[src/lpti_regs.vh]
// Operation
// - Light limits are sixteen bits, two bytes
// - Light outside window raises interrupt when enabled
// - Integration select codes pick period length
// - Count resolution halves as period doubles
// - Light persistence is one, two, four, eight
// - Proximity persistence is one to four
// - Forced mode measures once per trigger
// - All command registers read back contents
// - Light result is low and high byte
// - Subtract crosstalk offset from raw proximity
// - Both sources share one active-low pin
// - Registers stay accessible while pin asserted
// - Any flag rising drives pin low
// - Reading flags clears them, pin releases
// - Logic mode pin tracks near and far
// - Logic mode pin serves proximity only
// - Between thresholds proximity state is kept
// - Registers hold defaults after reset
// - Flag bits: near1, far0, above4, below5
`ifndef LPTI_REGS_VH
`define LPTI_REGS_VH
`define LPTI_CMD_LIGHT_CONF 8'h00
`define LPTI_CMD_LIGHT_UPPER 8'h01
`define LPTI_CMD_LIGHT_LOWER 8'h02
`define LPTI_CMD_PROX_CONF 8'h03
`define LPTI_CMD_PROX_CONF3 8'h04
`define LPTI_CMD_CROSSTALK 8'h05
`define LPTI_CMD_PROX_LOWER 8'h06
`define LPTI_CMD_PROX_UPPER 8'h07
`define LPTI_CMD_PROX_RESULT 8'h08
`define LPTI_CMD_LIGHT_RESULT 8'h0b
`define LPTI_CMD_FLAGS 8'h0d
`define LPTI_CMD_ID 8'h0e
`define LPTI_LC_IT_HI 7
`define LPTI_LC_IT_LO 5
`define LPTI_LC_PERS_HI 3
`define LPTI_LC_PERS_LO 2
`define LPTI_LC_IRQ_EN 1
`define LPTI_PC_PERS_HI 5
`define LPTI_PC_PERS_LO 4
`define LPTI_PC_INTT 3
`define LPTI_PC_INT_HI 9
`define LPTI_PC_INT_LO 8
`define LPTI_PC3_MS 6
`define LPTI_PC3_FOR 3
`define LPTI_PC3_TRIG 2
`define LPTI_FLAG_FAR 8
`define LPTI_FLAG_NEAR 9
`define LPTI_FLAG_ABOVE 12
`define LPTI_FLAG_BELOW 13
`define LPTI_RST_LIGHT_CONF 16'h0001
`define LPTI_RST_PROX_CONF 16'h0000
`define LPTI_RST_ZERO 16'h0000
`define LPTI_RST_UPPER 16'hffff
`define LPTI_IT_BASE_MS 50
`define LPTI_CLK_HZ 20000000
`define LPTI_BASE_CYC ((`LPTI_IT_BASE_MS * `LPTI_CLK_HZ) / 1000)
`define LPTI_PROX_PERIOD_CYC 100000
`endif
[src/lpti_core.v]
`timescale 1ns/10ps
`default_nettype none
`include "lpti_regs.vh"
module lpti_core #(
    parameter integer BASE_CYC = `LPTI_BASE_CYC,
    parameter integer PROX_PERIOD_CYC = `LPTI_PROX_PERIOD_CYC,
    parameter [15:0] DEVICE_ID = 16'h1234 // Arbitrary identification value
) (
    input wire clk_sys,
    input wire rst_b,
    input wire wr_stb,
    input wire rd_stb,
    input wire [7:0] cmd_addr,
    input wire [15:0] wr_data,
    output reg [15:0] rd_data_ff,
    input wire [15:0] light_raw,
    input wire [15:0] prox_raw,
    output wire int_out,
    output wire int_oe_b,
    output wire prox_sample_pulse,
    output wire light_sample_pulse
);
    // Host-written configuration
    reg [15:0] light_conf_ff;
    reg [15:0] light_upper_ff;
    reg [15:0] light_lower_ff;
    reg [15:0] prox_conf_ff;
    reg [15:0] prox_conf3_ff;
    reg [15:0] crosstalk_ff;
    reg [15:0] prox_lower_ff;
    reg [15:0] prox_upper_ff;

    // Results and sticky flags
    reg [15:0] light_result_ff;
    reg [15:0] prox_result_ff;
    reg [15:0] flags_ff;

    // Period timers and persistence counters
    reg [31:0] light_tmr_ff;
    reg [31:0] prox_tmr_ff;
    reg [3:0] light_cnt_ff;
    reg [2:0] prox_cnt_ff;
    reg forced_pend_ff;
    reg near_state_ff;

    // Decoded from configuration
    reg [31:0] light_period;
    reg [3:0] light_need;
    reg [2:0] prox_need;
    reg [15:0] rd_mux;
    wire [2:0] light_integration_select = light_conf_ff[`LPTI_LC_IT_HI:`LPTI_LC_IT_LO];
    wire [1:0] light_persistence_count = light_conf_ff[`LPTI_LC_PERS_HI:`LPTI_LC_PERS_LO];
    wire light_irq_enable = light_conf_ff[`LPTI_LC_IRQ_EN];
    wire [1:0] prox_persistence_count = prox_conf_ff[`LPTI_PC_PERS_HI:`LPTI_PC_PERS_LO];
    wire prox_detect_mechanism = prox_conf_ff[`LPTI_PC_INTT];
    wire [1:0] prox_irq_select = prox_conf_ff[`LPTI_PC_INT_HI:`LPTI_PC_INT_LO];
    wire prox_output_mode_select = prox_conf3_ff[`LPTI_PC3_MS];
    wire forced_prox_enable = prox_conf3_ff[`LPTI_PC3_FOR];

    // Flag read strobe and period-end decodes
    wire flags_rd = rd_stb && (cmd_addr == `LPTI_CMD_FLAGS);
    wire light_done = (light_tmr_ff == 32'h00000000);
    wire prox_period_done = (prox_tmr_ff == 32'h00000000);

    // Forced mode waits for trigger
    wire prox_done = forced_prox_enable ? (forced_pend_ff && prox_period_done) : prox_period_done;
    wire [15:0] prox_corr = (prox_raw > crosstalk_ff) ? (prox_raw - crosstalk_ff) : 16'h0000;
    wire light_out = (light_raw > light_upper_ff) || (light_raw < light_lower_ff);
    wire prox_hi = prox_corr > prox_upper_ff;
    wire prox_lo = prox_corr < prox_lower_ff;
    wire light_hit = light_done && light_out && ((light_cnt_ff + 4'h1) >= light_need);
    wire prox_near_hit = prox_done && prox_hi && ((prox_cnt_ff + 3'h1) >= prox_need);
    wire prox_far_hit = prox_done && prox_lo && (near_state_ff || !prox_detect_mechanism);
    reg [15:0] set_mask;

    // Integration period, base times 1, 2, 4, 4, 8 for codes 0 to 4, 16 for codes 5 to 7
    always @*
    begin
        case (light_integration_select)
            3'h0: light_period = BASE_CYC;
            3'h1: light_period = BASE_CYC * 2;
            3'h2: light_period = BASE_CYC * 4;
            3'h4: light_period = BASE_CYC * 8;
            3'h3: light_period = BASE_CYC * 4;
            default: light_period = BASE_CYC * 16;
        endcase
        light_need = 4'h1 << light_persistence_count;
        prox_need = {1'b0, prox_persistence_count} + 3'h1;
    end

    // Flag bits to set this cycle
    always @*
    begin
        set_mask = 16'h0000;
        if (light_hit && light_irq_enable)
        begin
            set_mask[`LPTI_FLAG_ABOVE] = light_raw > light_upper_ff;
            set_mask[`LPTI_FLAG_BELOW] = light_raw < light_lower_ff;
        end
        if (prox_near_hit && prox_irq_select[0])
            set_mask[`LPTI_FLAG_NEAR] = 1'b1;
        if (prox_far_hit && prox_irq_select[1])
            set_mask[`LPTI_FLAG_FAR] = 1'b1;
    end

    // Read multiplexer over every command register
    always @*
    begin
        case (cmd_addr)
            `LPTI_CMD_LIGHT_CONF: rd_mux = light_conf_ff;
            `LPTI_CMD_LIGHT_UPPER: rd_mux = light_upper_ff;
            `LPTI_CMD_LIGHT_LOWER: rd_mux = light_lower_ff;
            `LPTI_CMD_PROX_CONF: rd_mux = prox_conf_ff;
            `LPTI_CMD_PROX_CONF3: rd_mux = prox_conf3_ff;
            `LPTI_CMD_CROSSTALK: rd_mux = crosstalk_ff;
            `LPTI_CMD_PROX_LOWER: rd_mux = prox_lower_ff;
            `LPTI_CMD_PROX_UPPER: rd_mux = prox_upper_ff;
            `LPTI_CMD_PROX_RESULT: rd_mux = prox_result_ff;
            `LPTI_CMD_LIGHT_RESULT: rd_mux = light_result_ff;
            `LPTI_CMD_FLAGS: rd_mux = flags_ff;
            `LPTI_CMD_ID: rd_mux = DEVICE_ID;
            default: rd_mux = 16'h0000;
        endcase
    end

    // Host-written configuration words
    always @(posedge clk_sys or negedge rst_b)
    begin
        if (!rst_b)
        begin
            light_conf_ff <= `LPTI_RST_LIGHT_CONF;
            light_upper_ff <= `LPTI_RST_ZERO;
            light_lower_ff <= `LPTI_RST_ZERO;
            prox_conf_ff <= `LPTI_RST_PROX_CONF;
            prox_conf3_ff <= `LPTI_RST_ZERO;
            crosstalk_ff <= `LPTI_RST_ZERO;
            prox_lower_ff <= `LPTI_RST_ZERO;
            prox_upper_ff <= `LPTI_RST_ZERO;
        end
        else if (wr_stb)
        begin
            case (cmd_addr)
                `LPTI_CMD_LIGHT_CONF: light_conf_ff <= wr_data;
                `LPTI_CMD_LIGHT_UPPER: light_upper_ff <= wr_data;
                `LPTI_CMD_LIGHT_LOWER: light_lower_ff <= wr_data;
                `LPTI_CMD_PROX_CONF: prox_conf_ff <= wr_data;
                `LPTI_CMD_PROX_CONF3: prox_conf3_ff <= wr_data & ~(16'h0001 << `LPTI_PC3_TRIG);
                `LPTI_CMD_CROSSTALK: crosstalk_ff <= wr_data;
                `LPTI_CMD_PROX_LOWER: prox_lower_ff <= wr_data;
                `LPTI_CMD_PROX_UPPER: prox_upper_ff <= wr_data;
                default: ;
            endcase
        end
    end

    // Registered read data, holds until the next read
    always @(posedge clk_sys or negedge rst_b)
    begin
        if (!rst_b)
        begin
            rd_data_ff <= `LPTI_RST_ZERO;
        end
        else if (rd_stb)
        begin
            rd_data_ff <= rd_mux;
        end
    end

    // One forced measurement pending per trigger write
    always @(posedge clk_sys or negedge rst_b)
    begin
        if (!rst_b)
        begin
            forced_pend_ff <= 1'b0;
        end
        else if (wr_stb && cmd_addr == `LPTI_CMD_PROX_CONF3 && wr_data[`LPTI_PC3_TRIG])
        begin
            forced_pend_ff <= 1'b1;
        end
        else if (prox_done && forced_prox_enable)
        begin
            forced_pend_ff <= 1'b0;
        end
    end

    // Light integration timer, reloads at each period end
    always @(posedge clk_sys or negedge rst_b)
    begin
        if (!rst_b)
        begin
            light_tmr_ff <= 32'h00000000;
        end
        else if (light_done)
        begin
            light_tmr_ff <= light_period - 32'h1;
        end
        else
        begin
            light_tmr_ff <= light_tmr_ff - 32'h1;
        end
    end

    // Proximity period timer; parks at zero in forced standby
    always @(posedge clk_sys or negedge rst_b)
    begin
        if (!rst_b)
        begin
            prox_tmr_ff <= 32'h00000000;
        end
        else if (!prox_period_done)
        begin
            prox_tmr_ff <= prox_tmr_ff - 32'h1;
        end
        else if (!forced_prox_enable || forced_pend_ff)
        begin
            prox_tmr_ff <= PROX_PERIOD_CYC - 1;
        end
        else
        begin
            prox_tmr_ff <= prox_tmr_ff;
        end
    end

    // Light result and persistence count
    always @(posedge clk_sys or negedge rst_b)
    begin
        if (!rst_b)
        begin
            light_result_ff <= `LPTI_RST_ZERO;
            light_cnt_ff <= 4'h0;
        end
        else if (light_done)
        begin
            light_result_ff <= light_raw;
            if (!light_out || light_hit)
            begin
                light_cnt_ff <= 4'h0;
            end
            else
            begin
                light_cnt_ff <= light_cnt_ff + 4'h1;
            end
        end
    end

    // Proximity result, persistence count and near state
    always @(posedge clk_sys or negedge rst_b)
    begin
        if (!rst_b)
        begin
            prox_result_ff <= `LPTI_RST_ZERO;
            prox_cnt_ff <= 3'h0;
            near_state_ff <= 1'b0;
        end
        else if (prox_done)
        begin
            prox_result_ff <= prox_corr;
            if (!prox_hi || prox_near_hit)
            begin
                prox_cnt_ff <= 3'h0;
            end
            else
            begin
                prox_cnt_ff <= prox_cnt_ff + 3'h1;
            end
            if (prox_near_hit)
            begin
                near_state_ff <= 1'b1;
            end
            else if (prox_lo)
            begin
                near_state_ff <= 1'b0;
            end
        end
    end

    // Sticky flags; a set in the read cycle wins over the clear
    always @(posedge clk_sys or negedge rst_b)
    begin
        if (!rst_b)
        begin
            flags_ff <= `LPTI_RST_ZERO;
        end
        else if (flags_rd)
        begin
            flags_ff <= set_mask;
        end
        else
        begin
            flags_ff <= flags_ff | set_mask;
        end
    end

    assign prox_sample_pulse = prox_done;
    assign light_sample_pulse = light_done;
    // Pin low: logic mode tracks near state, else any flag
    assign int_out = 1'b0;
    assign int_oe_b = prox_output_mode_select ? !near_state_ff : (flags_ff == 16'h0000);
endmodule // lpti_core
`default_nettype wire

[config.mk]
export PLATFORM = sky130hd
export DESIGN_NAME = lpti_core
export DESIGN_NICKNAME = d
export VERILOG_FILES = /design/src/lpti_core.v
export VERILOG_INCLUDE_DIRS = /design/src
export SDC_FILE = /design/constraint.sdc
export NUM_CORES = 1
export LEC_CHECK = 0
export ABC_AREA = 1
export BUFFER_PORTS_ARGS = -buffer_cell sky130_fd_sc_hd__buf_2
export CAP_MARGIN = 40
export CORE_MARGIN = 2
export CORE_UTILIZATION = 60
export CTS_BUF_LIST = sky130_fd_sc_hd__clkbuf_4 sky130_fd_sc_hd__clkbuf_8 sky130_fd_sc_hd__clkbuf_16
export DETAILED_ROUTE_END_ITERATION = 8
export PLACE_DENSITY = 0.79
export SLEW_MARGIN = 20
export SYNTH_ARGS = -nofsm -noshare
export SYNTH_HDL_FRONTEND = slang
export SYNTH_SLANG_ARGS = --single-unit
[constraint.sdc]
create_clock -name clk_sys -period 8.62 [get_ports clk_sys]
set_input_delay 1.724 -clock clk_sys [delete_from_list [all_inputs] [get_ports clk_sys]]
set_output_delay 1.724 -clock clk_sys [all_outputs]
set_load 0.05 [all_outputs]
==> flow_summary.toml <==
[placed_design]
place_worst_setup_slack_ns = 3.51
detailed_place_hpwl_mm = 29.1
gp_routability_congestion = 0.940
placedInstanceArea_mm2 = 0.0151
numPortBuffers = 78

[detailed_routing]
via_per_inst = 5.73
violation_count_after_the_first_detailed_routing_iteration = 1213
totalWireLength_mm = 39.6
routed-via-count = 12575
drt.antenna.violating_nets = 0
avgRoutedWirePerCell_um = 18.0
drt_pre_antenna_iters = 6
drc_errors = 0

[clock_tree]
cts.clk_slew.worst_paths_ns = 0.06
cts_setup_buffers = 0
post_cts_resized = 0
cts_inserted_buffers = 27
cts_buffer_depth = 3
cts_tree = "built"
clock_sinks = 252
cts.root.buffer_cell = "sky130_fd_sc_hd__clkbuf_16"
h-tree-depth = 1
clock_insertion_delay_worst_skew_ns = 0.55
hold_buffers = 0

[flow_run]
drv.max_cap_violation_count = 0

[layout]
layout-area-overhead-vs-synth_pct = 12.4
mostFrequentLayoutCell = "sky130_fd_sc_hd__nand2_1"
commonest_cells_after_routing_fill_and_taps_aside = "sky130_fd_sc_hd__nand2_1, sky130_fd_sc_hd__dfrtp_1, sky130_fd_sc_hd__inv_1"
area.sequential_mm2 = 0.00631
final_layout_size_suffix_gt1_share_pct = 11.2
layout.nets = 2008
multiInputGateArea_mm2 = 0.00693
n_fill_cell = 1964
insertedDiodeCount = 0
final_cell_area_mm2 = 0.0161

[floorplanning]
floorplan_row_count = 56
coreArea_mm2 = 0.0234
initial_utilization_pct = 61.1
die_area_mm2 = 0.0251
die_width_um = 158
ioPinCount = 80
floorplan.die.height_um = 158

[sta]
setup_total_negative_slack_ns = 0
unrepaired_setup_endpoints_after_global_routing = "no"
maxSlewHeadroom_pct = 46.1
clock_skew_ns = 0.0110
max_freq_mhz = 214
setup_violations = 0
finalCritPeriodShare_pct = 54.1
tightest_pin_transition_ns = 0.808
timing.final.ws_setup_ns = 3.96
fin_worst_hold_slack_ns = 0.476
final.min_clock_period_ns = 4.66
timing_hold_violations_final = 0
report.final.slew_viol_count = 0

[grt]
grt_antenna_before_repair = 0
grt_total_ovfl = 0
grt_max_degree = 135
grt_util_all_layers_pct = 32.6
via_count_of_the_first_global_routing_pass = 12314
global_route_wire_length_before_repair_mm = 63.5

[synthesis]
post_synth_main_area_contributors = "sky130_fd_sc_hd__dfrtp_1, sky130_fd_sc_hd__nand2_1, sky130_fd_sc_hd__ha_1"
ys_seq_elements = 252
synth.cell_area_mm2 = 0.0143
ys_seq_area_share_pct = 44.1
dominantRegCellSynth = "sky130_fd_sc_hd__dfrtp_1"
netlist_instances = 1777
syn_nets = 1930
ys_async_sr_fraction_pct = 100
synth.distinct_cells = 52
syn_avg_cell_area_um2 = 8.05
synth_area_leader_cell = "sky130_fd_sc_hd__dfrtp_1"
post-synth-top-area-fraction_pct = 43.9
synth_enable_flop_cells = 0
synth_warnings = 0

[pwr]
total_leakage_power_nw = 7.85
power_per_cell_area_mw_per_mm2 = 172
ir_worst_vdd_mv = 0.149

[setup_path]
worst_ep_required_time_ns = 6.90
endpoint_kind = "primary output"
worst-setup-path-type = "reg2out"
critical_path_arrival_ns = 2.94
critPathMaxFanout = 20
critPathLaunchType = "flip-flop"

[outcome]
run_status = "completed"

[hold_path]
holdCritPathClass = "reg2reg"
[metrics by stage]
step,total power [mW],cells,utilization (%)
2_1_floorplan,1.44,1777,-
3_3_place_gp,1.55,2132,63.9
3_5_place_dp,1.56,2143,64.6
4_1_cts,2.77,2191,68.5
5_1_grt,2.87,2193,68.7
6_report,2.76,2193,68.7
[power breakdown]
| group | internal, mW | switching [mW] |
|---|---|---|
| logic | 0.0984 | 0.183 |
| registers | 1.23 | 0.0353 |
| clock network | 0.729 | 0.492 |
[cells by family (layout without fill, tap and decap cells)]
kind of cell / after synthesis / in the layout / synth area share (%)
buffers and inverters: 277 / 374 / 7.38
AND/OR/NAND/NOR: 755 / 755 / 23.2
XOR/XNOR: 49 / 49 / 3.00
adder cells (fa/ha/maj): 93 / 93 / 8.19
multiplexers: 2 / 2 / 0.140
other: 1 / 1 / 0.0262
AO/OA/AOI/OAI: 348 / 348 / 13.9
flip-flops: 252 / 252 / 44.1
[synth_stat cells, types with 3 or more instances]
cell,n
sky130_fd_sc_hd__xor2_1,33
sky130_fd_sc_hd__a21oi_1,57
sky130_fd_sc_hd__ha_1,92
sky130_fd_sc_hd__nand2_2,6
sky130_fd_sc_hd__and3_1,3
sky130_fd_sc_hd__nor3_2,6
sky130_fd_sc_hd__buf_2,6
sky130_fd_sc_hd__o22ai_1,22
sky130_fd_sc_hd__inv_2,8
sky130_fd_sc_hd__clkbuf_1,40
sky130_fd_sc_hd__xnor2_1,16
sky130_fd_sc_hd__nor2_2,13
sky130_fd_sc_hd__inv_1,217
sky130_fd_sc_hd__or2_2,6
sky130_fd_sc_hd__clkinv_1,4
sky130_fd_sc_hd__nor2_1,134
sky130_fd_sc_hd__nor4_1,11
sky130_fd_sc_hd__nor3_1,16
sky130_fd_sc_hd__a31oi_1,7
sky130_fd_sc_hd__nand2_1,453
sky130_fd_sc_hd__a21o_1,4
sky130_fd_sc_hd__a221oi_1,35
sky130_fd_sc_hd__o21ai_0,182
sky130_fd_sc_hd__a22o_1,4
sky130_fd_sc_hd__o31ai_1,3
sky130_fd_sc_hd__nand3_1,57
sky130_fd_sc_hd__nor2_4,12
sky130_fd_sc_hd__nand4_1,25
sky130_fd_sc_hd__dfrtp_1,251
sky130_fd_sc_hd__o21a_1,4
sky130_fd_sc_hd__nand3_2,4
sky130_fd_sc_hd__o21ai_1,20
[sequential cells by signal, indices dropped and copies added, names as in the netlist]
| name | cells |
|---|---|
| prox_upper_ff | 16 |
| light_tmr_ff | 32 |
| rd_data_ff | 16 |
| prox_tmr_ff | 32 |
| light_cnt_ff | 4 |
| light_lower_ff | 16 |
| prox_lower_ff | 16 |
| crosstalk_ff | 16 |
| flags_ff | 4 |
| prox_cnt_ff | 3 |
| forced_pend_ff | 1 |
| prox_result_ff | 16 |
| light_upper_ff | 16 |
| near_state_ff | 1 |
| prox_conf_ff | 16 |
| light_conf_ff | 16 |
| light_result_ff | 16 |
| prox_conf3_ff | 15 |
[worst paths after layout]
path / start / to / slack [ns] / cells past startpoint
max: prox_tmr_ff[0]$_DFFE_PN0P_ / prox_sample_pulse / 3.96 / 8
min: light_result_ff[2]$_DFFE_PN0P_ / light_result_ff[2]$_DFFE_PN0P_ / 0.48 / 2
max reg2reg: crosstalk_ff[6]$_DFFE_PN0P_ / flags_ff[9]$_DFF_PN0_ / 4.87 / 21
min reg2reg: light_result_ff[2]$_DFFE_PN0P_ / light_result_ff[2]$_DFFE_PN0P_ / 0.48 / 2
max in group asynchronous: rst_b / light_conf_ff[0]$_DFFE_PN1P_ / 6.31 / 3
min in group asynchronous: rst_b / light_tmr_ff[24]$_DFF_PN0_ / 1.12 / 1
[final cells by class]
cell class                      instances  share of cell area, %
Multi-Input combinational cell       1248                   43.1
Sequential cell                       252                   39.2
Inverter                              229                   5.35
Clock buffer                           33                   4.60
Timing Repair Buffer                   97                   4.03
Tap cell                              319                   2.48
Clock inverter                         15                   1.17
[critical path, stage by stage, from the launching register on]
cell                      delay (ns)
sky130_fd_sc_hd__dfrtp_1        0.42
sky130_fd_sc_hd__inv_1          0.18
sky130_fd_sc_hd__ha_1           0.23
sky130_fd_sc_hd__nand3_1        0.09
sky130_fd_sc_hd__nor4_1         0.24
sky130_fd_sc_hd__nand3_1        0.11
sky130_fd_sc_hd__buf_4          0.24
sky130_fd_sc_hd__inv_1          0.50
sky130_fd_sc_hd__buf_2          0.38
[per-layer routing]
metal | GRT usage (%) | vias up | share of wire (%)
met5 | 0 | - | 0
met4 | 14.7 | 0 | 5.0
met3 | 4.87 | 111 | 7.2
met2 | 53.8 | 516 | 47
met1 | 42.8 | 5937 | 41
li1 | - | 6011 | -
Note: power is estimated with default switching activity, not from simulation.
